File: src/core/rsb_pkg.sv
package rsb_pkg;

    // Status addresses on the serial port
    localparam logic [5:0] RSB_ADDR_PART = 6'h30;
    localparam logic [5:0] RSB_ADDR_REV = 6'h31;
    localparam logic [5:0] RSB_ADDR_OFFSET = 6'h32;
    localparam logic [5:0] RSB_ADDR_LINK = 6'h33;
    localparam logic [5:0] RSB_ADDR_SIGNAL_STRENGTH_LEVEL = 6'h34;
    localparam logic [5:0] RSB_ADDR_FSM = 6'h35;

    // Header byte layout
    localparam int RSB_HDR_READ_BIT = 7;
    localparam int RSB_HDR_BURST_BIT = 6;
    localparam int RSB_HDR_ADDR_MSB = 5;

    // Identity codes, values arbitrary
    localparam logic [7:0] RSB_PART_ID_DEF = 8'h5A;
    localparam logic [7:0] RSB_REV_ID_DEF = 8'h3C;

    // Reset and fill values
    localparam logic [7:0] RSB_RST_BYTE = 8'h00;
    localparam logic [7:0] RSB_HDR_STATUS = 8'h00;
    localparam logic [2:0] RSB_FSM_PAD = 3'h0;

    // Offset estimate step is xtal divided by two to this power
    localparam int RSB_OFFSET_STEP_LOG2 = 14;

    // Link quality window
    localparam int RSB_LQI_SYMBOLS = 64;
    localparam int RSB_LQI_QWIDTH = 7;

    // Radio control state codes
    localparam logic [4:0] RSB_ST_SLEEP = 5'h00;
    localparam logic [4:0] RSB_ST_IDLE = 5'h01;
    localparam logic [4:0] RSB_ST_CRYSTAL_OFF_STATE = 5'h02;
    localparam logic [4:0] RSB_ST_RX = 5'h0D;
    localparam logic [4:0] RSB_ST_RX_RST = 5'h0F;
    localparam logic [4:0] RSB_ST_RX_OVERRUN = 5'h11;
    localparam logic [4:0] RSB_ST_TX_STARVED = 5'h16;

    typedef struct packed {
        logic chip_select_low_n;
        logic sclk;
        logic si;
    } rsb_spi_in_t;

    typedef struct packed {
        logic [7:0] freq_offset;
        logic offset_valid;
        logic mod_is_ask;
        logic crc_done;
        logic crc_match;
        logic rx_enter;
        logic [7:0] signal_strength_level;
        logic [4:0] radio_state;
    } rsb_radio_in_t;

    typedef struct packed {
        logic sync_found;
        logic sym_valid;
        logic [RSB_LQI_QWIDTH-1:0] sym_quality;
    } rsb_sym_in_t;

    typedef enum logic [1:0] {
        RSB_PH_HEADER,
        RSB_PH_DATA,
        RSB_PH_IGNORE
    } rsb_phase_t;

    typedef struct packed {
        rsb_phase_t phase;
        logic [5:0] addr;
        logic [7:0] tx_byte;
        logic [7:0] offset_est;
        logic crc_ok;
        logic [6:0] lqi;
        logic [7:0] signal_strength_level;
        logic [4:0] radio_st;
        logic cs_q;
        logic wake;
    } rsb_bank_state_t;

endpackage

File: src/core/rsb_spi_shifter.sv
`timescale 1ns/1ps
module rsb_spi_shifter (
    // Clock and reset
    input wire logic i_ref_clk,
    input wire logic i_rst_n,
    input wire logic i_clk_en,
    // Serial pins
    input wire logic i_cs_n,
    input wire logic i_sclk,
    input wire logic i_si,
    output logic o_so,
    output logic o_so_oe,
    // Byte side
    input wire logic [7:0] i_tx_byte,
    output logic o_byte_done,
    output logic [7:0] o_rx_byte
);
    import rsb_pkg::*;

    typedef struct packed {
        logic sclk_q;
        logic [2:0] cnt;
        logic [7:0] rx_sh;
        logic [7:0] tx_sh;
    } rsb_shift_state_t;

    rsb_shift_state_t s_reg;
    rsb_shift_state_t s_next;
    logic rise;
    logic fall;

    // Pins are synchronous, so plain edge detect on the sampled clock
    assign rise = i_sclk && !s_reg.sclk_q;
    assign fall = !i_sclk && s_reg.sclk_q;
    assign o_byte_done = i_clk_en && !i_cs_n && rise && (s_reg.cnt == 3'h7);
    assign o_rx_byte = {s_reg.rx_sh[6:0], i_si};
    assign o_so = s_reg.tx_sh[7];
    assign o_so_oe = !i_cs_n;

    always_comb
    begin
        s_next = s_reg;
        s_next.sclk_q = i_sclk;
        if (i_cs_n)
        begin
            s_next.cnt = 3'h0;
            s_next.tx_sh = i_tx_byte;
        end
        else
        begin
            if (rise)
            begin
                s_next.rx_sh = {s_reg.rx_sh[6:0], i_si};
                s_next.cnt = s_reg.cnt + 3'h1;
            end
            // Next byte is loaded only at a byte boundary fall edge
            if (fall)
            begin
                if (s_reg.cnt == 3'h0)
                    s_next.tx_sh = i_tx_byte;
                else
                    s_next.tx_sh = {s_reg.tx_sh[6:0], 1'b0};
            end
        end
    end

    always_ff @(posedge i_ref_clk)
    begin
        if (!i_rst_n)
            s_reg <= '0;
        else if (i_clk_en)
            s_reg <= s_next;
    end
endmodule

File: src/core/rsb_lqi_calc.sv
`timescale 1ns/1ps
module rsb_lqi_calc #(
    parameter int SYMBOLS = rsb_pkg::RSB_LQI_SYMBOLS,
    parameter int QWIDTH = rsb_pkg::RSB_LQI_QWIDTH
) (
    // Clock and reset
    input wire logic i_ref_clk,
    input wire logic i_rst_n,
    input wire logic i_clk_en,
    // Symbol stream
    input wire logic i_sync_found,
    input wire logic i_sym_valid,
    input wire logic [QWIDTH-1:0] i_sym_quality,
    // Result
    output logic o_done,
    output logic [QWIDTH-1:0] o_value
);
    import rsb_pkg::*;

    localparam int CW = $clog2(SYMBOLS + 1);
    localparam int SW = QWIDTH + $clog2(SYMBOLS);
    localparam logic [CW-1:0] LAST = CW'(SYMBOLS - 1);

    typedef struct packed {
        logic active;
        logic [CW-1:0] cnt;
        logic [SW-1:0] sum;
        logic done;
        logic [QWIDTH-1:0] value;
    } rsb_lqi_state_t;

    rsb_lqi_state_t s_reg;
    rsb_lqi_state_t s_next;
    logic [SW-1:0] sum_add;

    assign sum_add = s_reg.sum + SW'(i_sym_quality);
    assign o_done = s_reg.done;
    assign o_value = s_reg.value;

    always_comb
    begin
        s_next = s_reg;
        s_next.done = 1'b0;
        // A new sync word restarts the window
        if (i_sync_found)
        begin
            s_next.active = 1'b1;
            s_next.cnt = '0;
            s_next.sum = '0;
        end
        else if (s_reg.active && i_sym_valid)
        begin
            s_next.sum = sum_add;
            s_next.cnt = s_reg.cnt + CW'(1);
            if (s_reg.cnt == LAST)
            begin
                // Mean over the window, a power of two
                s_next.active = 1'b0;
                s_next.done = 1'b1;
                s_next.value = sum_add[SW-1 -: QWIDTH];
            end
        end
    end

    always_ff @(posedge i_ref_clk)
    begin
        if (!i_rst_n)
            s_reg <= '0;
        else if (i_clk_en)
            s_reg <= s_next;
    end
endmodule

File: src/core/rsb_status_bank.sv
`timescale 1ns/1ps
// Operation
// - Part number readable at status address 0x30
// - Chip revision readable at status address 0x31
// - Carrier offset reported as signed byte
// - Offset reads zero under amplitude keying
// - CRC match flag, cleared on receive entry
// - Link quality over 64 post-sync symbols
// - Signal strength readable at address 0x34
// - Radio state in low five bits
// - State field uses documented radio codes
// - Chip select wakes sleep or crystal-off
module rsb_status_bank #(
    parameter logic [7:0] PART_ID = rsb_pkg::RSB_PART_ID_DEF,
    parameter logic [7:0] REV_ID = rsb_pkg::RSB_REV_ID_DEF
) (
    // Clock and reset
    input wire logic i_ref_clk,
    input wire logic i_rst_n,
    input wire logic i_clk_en,
    // Serial configuration port
    input wire rsb_pkg::rsb_spi_in_t i_spi,
    output logic o_so,
    output logic o_so_oe,
    // Radio status sources
    input wire rsb_pkg::rsb_radio_in_t i_radio,
    input wire rsb_pkg::rsb_sym_in_t i_sym,
    // Radio control
    output logic o_wake_req
);
    import rsb_pkg::*;

    rsb_bank_state_t s_reg;
    rsb_bank_state_t s_next;
    logic byte_done;
    logic [7:0] rx_byte;
    logic lqi_done;
    logic [6:0] lqi_value;
    logic hdr_is_status;
    logic hdr_in_range;
    logic [5:0] hdr_addr;
    logic sleepy;
    logic cs_fall;

    rsb_spi_shifter u_shifter (
        .i_ref_clk(i_ref_clk),
        .i_rst_n(i_rst_n),
        .i_clk_en(i_clk_en),
        .i_cs_n(i_spi.chip_select_low_n),
        .i_sclk(i_spi.sclk),
        .i_si(i_spi.si),
        .o_so(o_so),
        .o_so_oe(o_so_oe),
        .i_tx_byte(s_reg.tx_byte),
        .o_byte_done(byte_done),
        .o_rx_byte(rx_byte)
    );

    rsb_lqi_calc #(
        .SYMBOLS(RSB_LQI_SYMBOLS),
        .QWIDTH(RSB_LQI_QWIDTH)
    ) u_lqi (
        .i_ref_clk(i_ref_clk),
        .i_rst_n(i_rst_n),
        .i_clk_en(i_clk_en),
        .i_sync_found(i_sym.sync_found),
        .i_sym_valid(i_sym.sym_valid),
        .i_sym_quality(i_sym.sym_quality),
        .o_done(lqi_done),
        .o_value(lqi_value)
    );

    // Read mux; values are snapshotted into tx_byte so a byte never tears
    function automatic logic [7:0] read_mux(input rsb_bank_state_t st, input logic [5:0] a,
                                            input logic ask);
        logic [7:0] v;
        v = RSB_RST_BYTE;
        unique case (a)
            RSB_ADDR_PART: v = PART_ID;
            RSB_ADDR_REV: v = REV_ID;
            RSB_ADDR_OFFSET: v = ask ? RSB_RST_BYTE : st.offset_est;
            RSB_ADDR_LINK: v = {st.crc_ok, st.lqi};
            RSB_ADDR_SIGNAL_STRENGTH_LEVEL: v = st.signal_strength_level;
            RSB_ADDR_FSM: v = {RSB_FSM_PAD, st.radio_st};
            default: v = RSB_RST_BYTE;
        endcase
        return v;
    endfunction

    assign hdr_addr = rx_byte[RSB_HDR_ADDR_MSB:0];
    assign hdr_is_status = rx_byte[RSB_HDR_READ_BIT] && rx_byte[RSB_HDR_BURST_BIT];
    assign hdr_in_range = (hdr_addr >= RSB_ADDR_PART) && (hdr_addr <= RSB_ADDR_FSM);
    assign sleepy = (s_reg.radio_st == RSB_ST_SLEEP) || (s_reg.radio_st == RSB_ST_CRYSTAL_OFF_STATE);
    assign cs_fall = s_reg.cs_q && !i_spi.chip_select_low_n;
    assign o_wake_req = s_reg.wake;

    always_comb
    begin
        s_next = s_reg;
        s_next.wake = 1'b0;
        s_next.cs_q = i_spi.chip_select_low_n;

        // Only frequency keyed modes produce a meaningful estimate
        if (i_radio.offset_valid)
            s_next.offset_est = i_radio.mod_is_ask ? RSB_RST_BYTE : i_radio.freq_offset;

        // Receive entry clears, a comparison result in the same cycle wins
        if (i_radio.rx_enter)
            s_next.crc_ok = 1'b0;
        if (i_radio.crc_done)
            s_next.crc_ok = i_radio.crc_match;

        if (lqi_done)
            s_next.lqi = lqi_value;

        s_next.signal_strength_level = i_radio.signal_strength_level;
        s_next.radio_st = i_radio.radio_state;

        // Selecting the chip pulls the radio out of its low power states
        if (cs_fall && sleepy)
            s_next.wake = 1'b1;

        if (i_spi.chip_select_low_n)
        begin
            s_next.phase = RSB_PH_HEADER;
            s_next.tx_byte = RSB_HDR_STATUS;
        end
        else if (byte_done)
        begin
            unique case (s_reg.phase)
                RSB_PH_HEADER:
                begin
                    // Writes and other addresses fall through without effect
                    if (hdr_is_status && hdr_in_range)
                    begin
                        s_next.phase = RSB_PH_DATA;
                        s_next.addr = hdr_addr;
                        s_next.tx_byte = read_mux(s_reg, hdr_addr, i_radio.mod_is_ask);
                    end
                    else
                    begin
                        s_next.phase = RSB_PH_IGNORE;
                        s_next.tx_byte = RSB_RST_BYTE;
                    end
                end
                RSB_PH_DATA:
                begin
                    // Status registers do not auto-increment; repeat the same one
                    s_next.tx_byte = read_mux(s_reg, s_reg.addr, i_radio.mod_is_ask);
                end
                RSB_PH_IGNORE:
                begin
                    s_next.tx_byte = RSB_RST_BYTE;
                end
                default:
                begin
                    s_next.phase = RSB_PH_IGNORE;
                    s_next.tx_byte = RSB_RST_BYTE;
                end
            endcase
        end
    end

    always_ff @(posedge i_ref_clk)
    begin
        if (!i_rst_n)
        begin
            s_reg <= '0;
            s_reg.phase <= RSB_PH_HEADER;
            s_reg.tx_byte <= RSB_HDR_STATUS;
            s_reg.cs_q <= 1'b1;
        end
        else if (i_clk_en)
            s_reg <= s_next;
    end
endmodule

File: config.mk
export PLATFORM = sky130hd
export DESIGN_NAME = rsb_status_bank
export DESIGN_NICKNAME = d
export VERILOG_FILES = /design/src/core/rsb_pkg.sv /design/src/core/rsb_spi_shifter.sv /design/src/core/rsb_lqi_calc.sv /design/src/core/rsb_status_bank.sv
export SDC_FILE = /design/constraint.sdc
export NUM_CORES = 1
export LEC_CHECK = 0
export BUFFER_PORTS_ARGS = -buffer_cell sky130_fd_sc_hd__buf_2
export CORE_MARGIN = 1
export CORE_UTILIZATION = 34
export DETAILED_ROUTE_END_ITERATION = 6
export GPL_ROUTABILITY_DRIVEN = 0
export PLACE_DENSITY_LB_ADDON = 0.15
export SYNTH_ARGS = -nofsm -noshare
export SYNTH_HDL_FRONTEND = slang
export SYNTH_SLANG_ARGS = --single-unit
File: constraint.sdc
create_clock -name i_ref_clk -period 3.3 [get_ports i_ref_clk]
set_input_delay 0.99 -clock i_ref_clk [delete_from_list [all_inputs] [get_ports i_ref_clk]]
set_output_delay 0.99 -clock i_ref_clk [all_outputs]
set_load 0.03 [all_outputs]
# [Word level (Yosys, flattened, before mapping)]
# Cells that the tools add are included.
[op_classes] n_mux=26 order_cmp=2 n_reduce_logical=37 n_addsub=3 n_bitwise=2 eq_ne=18
[ops] op="$pmux 8 s6" n=2
[ops] op="$eq 6x6->1 const B" n=12
[ops] op="$mux 8" n=9
[ops] op="$mux 29" n=1
[ops] op="$mux 21" n=1
[ops] op="$mux 16" n=1
[ops] op="$pmux 8 s2" n=1
[ops] op="$reduce_and 2->1" n=7
[ops] op="$add 13x7->13" n=1
[ops] op="$mux 6" n=2
[ops] op="$reduce_bool 2->1" n=6
[ops] op="$logic_and 1x1->1" n=11
[ops] op="$mux 11" n=1
[ops] op="$reduce_and 3->1" n=3
[ops] op="$add 7x1->7 const B" n=1
[ops] op="$eq 7x6->1 const B" n=1
[ops] op="$ge 6x6->1 const B" n=1
[ops] op="$le 6x6->1 const B" n=1
[ops] op="$eq 5x2->1 const B" n=1
[ops] op="$logic_not 5->1" n=1
[ops] op="$reduce_and 5->1" n=1
[ops] op="$mux 1" n=4
[ops] op="$mux 2" n=2
[ops] op="$pmux 2 s2" n=1
[ops] op="other kinds (13)" n=16
[word_totals] reg_bits=96 word_cells=107

# [Longest topological paths before layout]
# Gate-level depths: netlist (run 1).
[depth] ltp_word=7 ltp_mapped=9

# [Cells and area by module]
# From an unflattened synthesis (run 1), not the netlist that was laid out.
[hier_totals] cells_unflattened=563 area_unflattened_um2=5044.8
[modules_own_cells] mod="rsb_status_bank" area_each_um2=2449.8 cells_each=288 n_inst=1
[modules_own_cells] mod="rsb_lqi_calc" area_each_um2=1654.1 cells_each=184 n_inst=1
[modules_own_cells] mod="rsb_spi_shifter" area_each_um2=940.9 cells_each=91 n_inst=1

# [Least setup slack after synthesis (run 1)]
# No wires, ideal clock.
[synth_timing] kind="input-to-reg" startpoint="input i_sym[0] (netlist bit)" endpoint="register u_lqi.s_reg, in the netlist u_lqi.o_value[6]" t_arrival_ns=2.609 path_buffers=1 t_required_ns=3.238 cell_stages=9 path_slack_ns=0.629 cell_sequence="ha_1 inv_1 fa_1 nor2b_1 o31ai_1 a21oi_1 clkbuf_1 or4_1 nand3_1"
[synth_via] elab_chain_len=1
[synth_rtl] element="start, declared" line_no="rsb_status_bank.sv:27" rtl="input wire rsb_pkg::rsb_sym_in_t i_sym,"
[synth_rtl] element="$add 13x7->13" line_no="rsb_lqi_calc.sv:36" rtl="assign sum_add = s_reg.sum + SW'(i_sym_quality);"
[synth_rtl] element="end signal, assigned" line_no="rsb_lqi_calc.sv:70" rtl="s_reg <= s_next;"
[synth_rtl] element="end, declared" line_no="rsb_lqi_calc.sv:32" rtl="rsb_lqi_state_t s_reg;"
# No other way between the ends.
# A chain may end at the register's enable or synchronous reset.

# [Final worst setup path (run 1)]
[layout_timing] startpoint="input i_sym[0] (netlist bit)" endpoint="register u_lqi.s_reg[20] (netlist bit)"
[layout_via] elab_chain_len=3
[layout_rtl] element="$add 13x7->13" line_no="rsb_lqi_calc.sv:36"
[layout_rtl] element="$mux 29" line_no="rsb_lqi_calc.sv:51" rtl="else if (s_reg.active && i_sym_valid)"
[layout_rtl] element="$mux 21" line_no="rsb_lqi_calc.sv:45" rtl="if (i_sync_found)"
# No other way between the ends. The select of a mux whose other input is x is not followed.

==> summary.txt, run 1 <==
Status
  – Outcome: completed

Setup path
  – CP Launch Type: input pin
  – Critical R2R Launch: u_lqi.s_reg[8]$_SDFFE_PN0P_
  – Critical path depth: 9
  – Critical path type: in2reg
  – Worst Path Buf+Inv: 2
  – Critical path origin: i_sym[0]
  – Sequence of cells on the critical path: buf_2 > ha_1 > inv_1 > fa_1 > nor2b_1 > o31ai_1 > a21oi_1 > or2_1 > o311ai_0
  – Max stage delay on crit path: 0.59 ns
  – Worst-path fanout max: 11
  – CP endpoint kind: flop
  – Cell class contributing the biggest share of worst-path delay: compound AO/OA/AOI/OAI gates
  – FF-to-FF path depth: 8
  – Req. time, crit path: 3.52 ns
  – Critical path arrival: 3.03 ns
  – Crit-path slowest cell: a21oi_1

Global route
  – Vias in the first global route: 4140
  – Gr ovfl total: 0
  – First-pass GRT wire length: 20870 um
  – Largest net degree at the start of global routing: 47
  – GRT Util Overall: 0.1820
  – Initial antenna violation count: 0

Cells and area
  – Commonest cells after routing, fill and taps aside: dfxtp_1, nor2_1, a21oi_1
  – Finished Layout Cells: 810
  – N_diodes: 0
  – Share of layout cells above drive strength 1: 0.1175
  – # nets final: 681
  – Commonest non-fill, non-tap cell in the layout: dfxtp_1
  – Layout overhead on the synthesized area: 14.22%
  – Max FFs per register: 46

Detailed routing
  – Routed WL per cell: 15.89 um
  – DR iter-0 viols: 240
  – Drt pass-1 iters: 7
  – Via/cell ratio: 5.464
  – Remaining routing DRC violations: 0
  – DR vias: 4426
  – Final ANT Viol Nets: 0
  – Final WL: 12870 um

Synth
  – Netlist Area Pre-Place: 0.004876 mm2
  – Syn nets: 654
  – Main synth FF type: dfxtp_1
  – Yosys reg bits: 95
  – Cell variety after synth: 59
  – Sequential area share after synthesis: 0.3900
  – Total number of yosys warnings: 0
  – Asr flop ratio synth: 0
  – Synth Instances: 599
  – Syn Area/Cell: 8.140 um2
  – EDFF count, synth: 0

Timing
  – Final Skew: 0.008068 ns
  – Rel. slew slack: 0.5156
  – Max Slew Vio Count: 0
  – RSZ-0062 raised after global routing: no
  – Worst-Margin Slew: 0.7266 ns
  – Final worst path period share: 0.8522
  – Fin crit period: 2.812 ns
  – Setup violators final: 0
  – Highest clock rate: 355.6 MHz
  – Setup TNS: 0 ns
  – Final Hold Vio Count: 0

Floorplanning
  – Floorplan Core Area: 0.01393 mm2
  – Total die area: 0.01482 mm2
  – Die extent in x: 121.8 um
  – Height of the die: 121.8 um
  – Ports: 44
  – # rows: 43
  – Initial Util: 0.3499

Placed design
  – Port-buffer cells: 43
  – DP HPWL: 9184 um
  – Inst Count DP: 795

Clocking
  – CTS tree: built
  – CTS hold repair buffers: 0
  – Clock slew at reported path FFs: 0.07 ns
  – Root Buffer: clkbuf_16
  – Clk sinks: 95
  – # resized after CTS: 0
  – Post-CTS Setup Bufs: 0
  – CTS H-tree depth: 3
  – Clock Latency Late Sink: 0.35 ns
  – CTS buffer count: 9
  – Longest Clk Path Bufs: 2

Flow run
  – Maxcap violations: 0

Worst hold path
  – Hold_sp: s_reg[42]$_SDFFE_PN0P_
  – Hold Crit Class: reg2reg
  – Hold Path Depth: 2

Pwr
  – Peak supply drop: 0.2318 mV
  – Pleak: 2.019 nW
  – Pwr Density: 452.3 mW/mm2
## logic make-up after synthesis
logic type	count (synthesis)	share of synthesized area
mux	29	0.05953
fa+ha+maj	14	0.03747
flops	95	0.3900
compound gates	168	0.2238
buf+inv	52	0.04080
simple gates	238	0.2430
xor+xnor	3	0.005390
## synth_stat cells (all sizes together), types with 2 or more instances
cell,instances,share of area
nand2,59,0.045
nor3b,11,0.017
o31ai,4,0.0062
or2,2,0.0026
and3b,3,0.0054
o211ai,7,0.011
and4,2,0.0036
and2,2,0.0026
o2111ai,2,0.0036
mux2i,29,0.060
nand3b,10,0.015
nor2b,4,0.0051
ha,13,0.033
a211o,2,0.0036
buf,7,0.0062
o41ai,2,0.0036
nand2b,11,0.014
or3,4,0.0051
a211oi,12,0.018
clkbuf,31,0.024
o211a,2,0.0041
o21ai,31,0.032
nor3,13,0.013
o311ai,2,0.0036
nor4,4,0.0064
a221oi,6,0.011
a22oi,8,0.012
a221o,2,0.0041
xor2,2,0.0036
and3,3,0.0038
a21o,3,0.0046
nand3,29,0.030
or4,4,0.0062
dfxtp,95,0.39
nor2,72,0.055
a32oi,6,0.011
a21oi,61,0.063
a31oi,5,0.0064
inv,14,0.011
o21bai,3,0.0046
a32o,3,0.0062
## worst paths after layout
check / to / slack, ns
setup / recovery: u_lqi.s_reg[20]$_SDFFE_PN0P_ / 0.49
hold / removal: s_reg[42]$_SDFFE_PN0P_ / 0.45
setup reg to reg: u_lqi.s_reg[20]$_SDFFE_PN0P_ / 0.85
hold reg to reg: s_reg[42]$_SDFFE_PN0P_ / 0.45
## worst register-to-register path: stages, from the launching register on
cell and delay [ns]:
dfxtp_1 0.34, ha_1 0.20, inv_1 0.07, fa_1 0.40, nor2b_1 0.18, o31ai_1 0.12, a21oi_1 0.59, or2_1 0.27
o311ai_0 0.14
## stage by stage
stage	worst slack, ns	hold WS, ns	power [mW]	instance area (um2)	util
after floorplan	0.6291	0.4132	1.325	4876	-
after global placement	0.2694	0.4240	1.393	5253	0.3769
after detailed placement	0.1825	0.4446	1.397	5253	0.3769
after CTS	0.5434	0.4546	2.551	5569	0.3997
after global routing	0.2763	0.4810	2.613	5569	0.3997
final	0.4879	0.4516	2.519	5569	0.3997
## report_power, final
part           total, mW  switching, mW  internal [mW]  leakage, nW
Sequential          1.19         0.0208           1.17        0.770
Combinational      0.179          0.109         0.0699         1.09
Clock               1.15          0.483          0.667        0.157
## routing by layer
metal / part of all wire / track usage
met1: 0.48 / 0.2395
met3: 0.040 / 0.02715
met4: 0.024 / 0.08873
met2: 0.46 / 0.2895
met5: 0 / 0
## final cells by class
class                      instances  area [um2]
fill                            1434        8366
sequential                        95        1902
tap                              180       225.2
inverter                          14       52.55
timing repair buffer              54       297.8
clock buffer                       9       225.2
clock inverter                     6       91.34
multi-input combinational        452        2775
Note: power is estimated with default switching activity, not from simulation.
==> inputs of run 2 (changes only) <==
==> constraint.sdc (replaced) <==
create_clock -name i_ref_clk -period 3.3 [get_ports i_ref_clk]
set_input_delay 0.33 -clock i_ref_clk [delete_from_list [all_inputs] [get_ports i_ref_clk]]
set_output_delay 0.33 -clock i_ref_clk [all_outputs]
set_load 0.03 [all_outputs]
==> run 2 against run 1 <==
Non-clock buffer count is 7 lower. Count of clock-buffer cells in the layout increased by 2. Clock power is 15% lower. Hold slack got worse by 0.24 ns. Register-to-register slack better by 0.03 ns. First-iteration DRC count increased by 2.1%. Global-route usage about the same. Critical path depth fell by 1. Sequential power about the same. Cell count is 0.74% lower. Critical path type is now reg2reg.
==> summary.txt, run 2 (synthesis results as in run 1) <==
Status
  – Outcome: completed (unchanged)

Setup path
  – Critical path origin: u_lqi.s_reg[8]$_SDFFE_PN0P_ (was i_sym[0])
  – FF-to-FF path depth: 8 (unchanged)
  – Worst reg-to-reg setup slack: 0.88 ns (was 0.85 ns)
  – Worst r2r dst: u_lqi.s_reg[20]$_SDFFE_PN0P_ (unchanged)
  – CP endpoint kind: flop (unchanged)
  – Critical path type: reg2reg (was in2reg)
  – Critical path arrival: 2.63 ns (was 3.03 ns)
  – Worst Path Buf+Inv: 1 (was 2)
  – Critical path depth: 8 (was 9)
  – Cell class contributing the biggest share of worst-path delay: compound AO/OA/AOI/OAI gates (unchanged)
  – Sequence of cells on the critical path: ha_1 > inv_1 > fa_1 > nor2b_1 > o31ai_1 > a21oi_1 > or2_1 > o311ai_0 (was buf_2 > ha_1 > inv_1 > fa_1 > nor2b_1 > o31ai_1 > a21oi_1 > or2_1 > o311ai_0)
  – Max stage delay on crit path: 0.57 ns (was 0.59 ns)
  – Req. time, crit path: 3.51 ns (was 3.52 ns)
  – Crit-path slowest cell: a21oi_1 (unchanged)
  – End of the critical path: u_lqi.s_reg[20]$_SDFFE_PN0P_ (unchanged)
  – Critical R2R Launch: u_lqi.s_reg[8]$_SDFFE_PN0P_ (unchanged)
  – Worst-path fanout max: 11 (unchanged)
  – CP Launch Type: flop (was input pin)

Pwr
  – Pwr Total: 2.346 mW (was 2.519 mW)
  – Peak supply drop: 0.2384 mV (was 0.2318 mV)
  – Pleak: 1.955 nW (was 2.019 nW)
  – Pwr Density: 428.5 mW/mm2 (was 452.3 mW/mm2)

Timing
  – Final worst path period share: 0.7335 (was 0.8522)
  – Max Slew Vio Count: 0 (unchanged)
  – Fin crit period: 2.420 ns (was 2.812 ns)
  – Rel. slew slack: 0.2866 (was 0.5156)
  – Final Skew: 0.007031 ns (was 0.008068 ns)
  – Final Hold Vio Count: 0 (unchanged)
  – Setup violators final: 0 (unchanged)
  – Highest clock rate: 413.2 MHz (was 355.6 MHz)
  – Worst-Margin Slew: 1.070 ns (was 0.7266 ns)
  – Worst Hold Slack: 0.2120 ns (was 0.4516 ns)
  – Setup TNS: 0 ns (unchanged)
  – RSZ-0062 raised after global routing: no (unchanged)

Global route
  – Vias in the first global route: 4110 (was 4140)
  – Initial antenna violation count: 0 (unchanged)
  – First-pass GRT wire length: 20930 um (was 20870 um)
  – Met2 Use GR: 0.2938 (was 0.2895)
  – Gr ovfl total: 0 (unchanged)
  – Met1 GRT Util: 0.2360 (was 0.2395)
  – Met3 track demand over resource: 0.03558 (was 0.02715)
  – Most Crowded Layer GR: met2 (unchanged)
  – GRT Util Overall: 0.1822 (was 0.1820)
  – Largest net degree at the start of global routing: 76 (was 47)

Clocking
  – Root Buffer: clkbuf_16 (unchanged)
  – Clock slew at reported path FFs: 0.07 ns (about the same)
  – CTS hold repair buffers: 0 (unchanged)
  – Clock Latency Late Sink: 0.35 ns (about the same)
  – Longest Clk Path Bufs: 2 (unchanged)
  – # resized after CTS: 0 (unchanged)
  – CTS buffer count: 9 (unchanged)
  – CTS H-tree depth: 3 (unchanged)
  – Post-CTS Setup Bufs: 0 (unchanged)
  – CTS tree: built (unchanged)
  – Clk sinks: 95 (unchanged)

Detailed routing
  – Final WL: 12710 um (was 12870 um)
  – Via/cell ratio: 5.545 (was 5.464)
  – DR iter-0 viols: 245 (was 240)
  – Routed WL per cell: 15.81 um (was 15.89 um)
  – Drt pass-1 iters: 5 (was 7)
  – Remaining routing DRC violations: 0 (unchanged)
  – DR vias: 4458 (was 4426)
  – Final ANT Viol Nets: 0 (unchanged)

Floorplanning
  – Ports: 44 (unchanged)
  – Die extent in x: 121.8 um (unchanged)
  – # rows: 43 (unchanged)
  – Initial Util: 0.3499 (unchanged)
  – Total die area: 0.01482 mm2 (unchanged)
  – Floorplan Core Area: 0.01393 mm2 (unchanged)
  – Height of the die: 121.8 um (unchanged)

Cells and area
  – Share of layout cells above drive strength 1: 0.1058 (was 0.1175)
  – Area of the multi-input gates: 0.002775 mm2 (unchanged)
  – N_diodes: 0 (unchanged)
  – Layout overhead on the synthesized area: 12.27% (was 14.22%)
  – Max FFs per register: 46 (unchanged)
  – # nets final: 674 (was 681)
  – Commonest non-fill, non-tap cell in the layout: dfxtp_1 (unchanged)
  – Reg area: 0.001902 mm2 (unchanged)
  – # fillers: 1458 (was 1434)
  – Commonest cells after routing, fill and taps aside: dfxtp_1, nor2_1, a21oi_1 (unchanged)

Flow run
  – Maxcap violations: 0 (unchanged)

Worst hold path
  – Hold Path Depth: 3 (was 2)
  – Hold Crit Class: in2reg (was reg2reg)

Placed design
  – Port-buffer cells: 43 (unchanged)
  – DP HPWL: 8915 um (was 9184 um)
## run 2: routing by layer
layer,routed length (um),up-vias
li1,-,2228
met1,5841,2110
met2,6050,102
met3,595,18
met4,222,0
met5,0,-
## run 2: worst min-delay path by stage
stage                      startpoint                endpoint
6_report                  i_radio[10]  s_reg[12]$_SDFFE_PN0P_
5_1_grt                    i_radio[8]  s_reg[10]$_SDFFE_PN0P_
4_1_cts                   i_radio[10]  s_reg[12]$_SDFFE_PN0P_
3_5_place_dp   s_reg[42]$_SDFFE_PN0P_  s_reg[42]$_SDFFE_PN0P_
3_3_place_gp   s_reg[42]$_SDFFE_PN0P_  s_reg[42]$_SDFFE_PN0P_
2_1_floorplan  s_reg[42]$_SDFFE_PN0P_  s_reg[42]$_SDFFE_PN0P_
## run 2: power breakdown
part           switching (mW)  leakage, nW  internal [mW]
Combinational           0.108         1.06         0.0663
Sequential             0.0205        0.770           1.17
Clock                   0.463        0.127          0.518
## run 2: through the flow
step	cells	setup WS [ns]	area [um2]	util
5_1_grt	804	0.5850	5474	0.3928
2_1_floorplan	599	1.289	4876	-
3_3_place_gp	788	0.9219	5200	0.3732
3_5_place_dp	788	0.7894	5200	0.3732
4_1_cts	804	0.8667	5474	0.3928
6_report	804	0.8796	5474	0.3928
## run 2: worst min-delay path: cells and delay by family
family	cells	cell delay [ns]
buffers and inverters	1	0.07
muxes	1	0.05
and+or+nand+nor	1	0.07
## run 2: final cells by class
type / instances / area share
well taps: 180 / 0.04114
inverters: 14 / 0.009600
clock buffers: 11 / 0.04251
repair buffers: 47 / 0.04480
clock inverters: 5 / 0.007543
flip-flops and latches: 95 / 0.3474
multi-input cells: 452 / 0.5070
==> inputs of run 3 (changes only) <==
clock period = 2 ns   (was 3.3 ns; I/O delays follow)
==> run 3 against run 2 <==
Via count grew 2.0%. Largest power group unchanged. Utilization grew 2.3 points. Count of clock-buffer cells in the layout shrank 1. Combinational power grew 79%. Maximum frequency grew 27%. Final area grew 5.8%. Cell count grew 4.0%. Highest routed layer unchanged. First-iteration DRC count grew 22%. Critical path depth grew 1.
==> summary.txt, run 3 (synthesis results as in run 1) <==
Status
  – Outcome: completed (unchanged)

Detailed routing
  – DR iter-0 viols: 299 (was 245)
  – DR vias: 4545 (was 4458)
  – Remaining routing DRC violations: 0 (unchanged)
  – Final ANT Viol Nets: 0 (unchanged)
  – Routed WL per cell: 15.40 um (was 15.81 um)
  – Drt pass-1 iters: 4 (was 5)
  – Via/cell ratio: 5.437 (was 5.545)
  – Final WL: 12870 um (was 12710 um)

Floorplanning
  – Ports: 44 (unchanged)
  – Height of the die: 121.8 um (unchanged)
  – Floorplan Core Area: 0.01393 mm2 (unchanged)
  – Initial Util: 0.3499 (unchanged)
  – Total die area: 0.01482 mm2 (unchanged)
  – # rows: 43 (unchanged)
  – Die extent in x: 121.8 um (unchanged)

Pwr
  – Pleak: 2.133 nW (was 1.955 nW)
  – Flop pwr share: 0.497 (was 0.507)
  – Pwr Total: 3.955 mW (was 2.346 mW)
  – Pwr Density: 683.1 mW/mm2 (was 428.5 mW/mm2)
  – Combinational Power Share: 0.079 (was 0.074)
  – Sw frac: 0.2611 (was 0.2522)
  – Peak supply drop: 0.3788 mV (was 0.2384 mV)
  – Internal: 2.922 mW (was 1.754 mW)
  – Net Switching: 1.033 mW (was 0.5917 mW)
  – Clk pwr share: 0.424 (was 0.418)

Cells and area
  – Commonest cells after routing, fill and taps aside: dfxtp_1, nor2_1, nand2_1, a21oi_1, buf_2 (was dfxtp_1, nor2_1, a21oi_1)
  – # nets final: 706 (was 674)
  – Share of layout cells above drive strength 1: 0.1677 (was 0.1058)
  – Max FFs per register: 46 (unchanged)
  – Commonest non-fill, non-tap cell in the layout: dfxtp_1 (unchanged)
  – Layout overhead on the synthesized area: 18.73% (was 12.27%)
  – N_diodes: 0 (unchanged)
  – # fillers: 1420 (was 1458)

Global route
  – First-pass GRT wire length: 21000 um (was 20930 um)
  – Gr ovfl total: 0 (unchanged)
  – GRT Util Overall: 0.1814 (was 0.1822)
  – Largest net degree at the start of global routing: 76 (unchanged)
  – Initial antenna violation count: 0 (unchanged)
  – Vias in the first global route: 4233 (was 4110)

Worst hold path
  – Hold Path Depth: 3 (unchanged)
  – Hold Crit Class: in2reg (unchanged)
  – Hold EP: s_reg[8]$_SDFFE_PN0P_ (was s_reg[12]$_SDFFE_PN0P_)
  – Hold_sp: i_radio[6] (was i_radio[10])

Timing
  – Setup violators final: 0 (unchanged)
  – Highest clock rate: 522.7 MHz (was 413.2 MHz)
  – Rel. slew slack: 0.5927 (was 0.2866)
  – Final Hold Vio Count: 0 (unchanged)
  – RSZ-0062 raised after global routing: no (unchanged)
  – Worst-Margin Slew: 0.6095 ns (was 1.070 ns)
  – Final worst path period share: 0.9566 (was 0.7335)
  – Max Slew Vio Count: 0 (unchanged)
  – Final Skew: 0.007399 ns (was 0.007031 ns)
  – Fin crit period: 1.913 ns (was 2.420 ns)
  – Post-route setup slack: 0.08674 ns (was 0.8796 ns)

Clocking
  – CTS tree: built (unchanged)
  – Clock Latency Late Sink: 0.35 ns (about the same)
  – Longest Clk Path Bufs: 2 (unchanged)
  – CTS buffer count: 9 (unchanged)
  – Clk sinks: 95 (unchanged)
  – Clock slew at reported path FFs: 0.07 ns (about the same)
  – Root Buffer: clkbuf_16 (unchanged)
  – CTS H-tree depth: 3 (unchanged)

Setup path
  – Cell class contributing the biggest share of worst-path delay: simple AND/OR/NAND/NOR gates (was compound AO/OA/AOI/OAI gates)
  – Req. time, crit path: 2.30 ns (was 3.51 ns)
  – FF-to-FF path depth: 9 (was 8)
  – Crit-path slowest cell: or4_4 (was a21oi_1)
  – Max stage delay on crit path: 0.47 ns (was 0.57 ns)
  – Critical R2R Launch: u_lqi.s_reg[8]$_SDFFE_PN0P_ (unchanged)
  – Worst Path Buf+Inv: 2 (was 1)
  – Worst reg-to-reg setup slack: 0.09 ns (was 0.88 ns)
  – Critical path type: reg2reg (unchanged)
  – Worst-path fanout max: 6 (was 11)
  – CP Launch Type: flop (unchanged)
  – CP endpoint kind: flop (unchanged)
  – Sequence of cells on the critical path: ha_2 > inv_2 > fa_2 > nor2b_2 > o31ai_4 > a21oi_4 > buf_6 > or4_4 > nand3_2 (was ha_1 > inv_1 > fa_1 > nor2b_1 > o31ai_1 > a21oi_1 > or2_1 > o311ai_0)
  – Worst r2r dst: u_lqi.o_value[6]$_SDFFE_PN0P_ (was u_lqi.s_reg[20]$_SDFFE_PN0P_)
  – Critical path arrival: 2.21 ns (was 2.63 ns)

Placed design
  – Port-buffer cells: 43 (unchanged)
  – DP HPWL: 9298 um (was 8915 um)
  – DP Worst Slack: -0.2151 ns (was 0.7894 ns)

Flow run
  – Maxcap violations: 0 (unchanged)
==> run 3: cell count changes in the layout (fill, tap and decap cells not counted), sizes merged <==
cell / delta
buf: +32
inv: +1
clkbuf: -1
==> run 3: stage by stage <==
stage | util | hold slack (ns) | cells | TNS [ns] | instance area [um2]
after floorplan | - | 0.3448 | 599 | 0 | 4876
after global placement | 0.3902 | 0.4216 | 818 | -0.6196 | 5438
after detailed placement | 0.3902 | 0.4441 | 818 | -1.014 | 5438
after CTS | 0.4134 | 0.07709 | 836 | 0 | 5761
after global routing | 0.4155 | 0.08888 | 836 | 0 | 5789
final | 0.4155 | 0.08306 | 836 | 0 | 5789
==> run 3: worst max path at each step <==
| stage | startpoint | end | cells after the start |
|---|---|---|---|
| 2_1_floorplan | u_lqi.s_reg[8]$_SDFFE_PN0P_ | u_lqi.s_reg[16]$_SDFFE_PN0P_ | 9 |
| 3_3_place_gp | i_sym[0] | u_lqi.o_value[4]$_SDFFE_PN0P_ | 10 |
| 3_5_place_dp | i_sym[0] | u_lqi.o_value[4]$_SDFFE_PN0P_ | 10 |
| 4_1_cts | u_lqi.s_reg[8]$_SDFFE_PN0P_ | u_lqi.o_value[6]$_SDFFE_PN0P_ | 9 |
| 5_1_grt | u_lqi.s_reg[8]$_SDFFE_PN0P_ | u_lqi.o_value[6]$_SDFFE_PN0P_ | 9 |
| 6_report | u_lqi.s_reg[8]$_SDFFE_PN0P_ | u_lqi.o_value[6]$_SDFFE_PN0P_ | 9 |
==> run 3: power by group through the flow <==
stage	Combinational [mW]	Clock (mW)	Sequential, mW
final	0.313	1.68	1.96
after global routing	0.351	1.78	1.97
after CTS	0.317	1.72	1.96
after detailed placement	0.313	0	2.01
after global placement	0.306	0	2.01
after floorplan	0.188	0	2.00
==> run 3: worst min-delay path: stages <==
cell	delay, ns
buf_2	0.07
mux2i_1	0.06
nor2_1	0.07
==> run 3: layout make-up <==
| type | count | area (um2) | share of cell area |
|---|---|---|---|
| Tap cell | 180 | 225.2 | 0.03890 |
| Timing Repair Buffer | 79 | 501.7 | 0.08667 |
| Multi-Input combinational cell | 452 | 2825 | 0.4880 |
| Inverter | 14 | 52.55 | 0.009077 |
| Sequential cell | 95 | 1903 | 0.3287 |
| Clock inverter | 6 | 52.55 | 0.009077 |
| Clock buffer | 10 | 229.0 | 0.03955 |
==> run 3: metal layers <==
metal	wire length, um	global-route usage	vias up
met3	398	0.02528	18
li1	-	-	2283
met2	6116	0.3047	83
met5	0	0	-
met1	6094	0.2324	2161
met4	263	0.07330	0
==> run 3: timing repair <==
item	in CTS	in global routing
buffers inserted	2	0
gates resized for setup	8	7
hold buffers	0	0
pin swaps	5	3
endpoints found under the setup margin	7	9
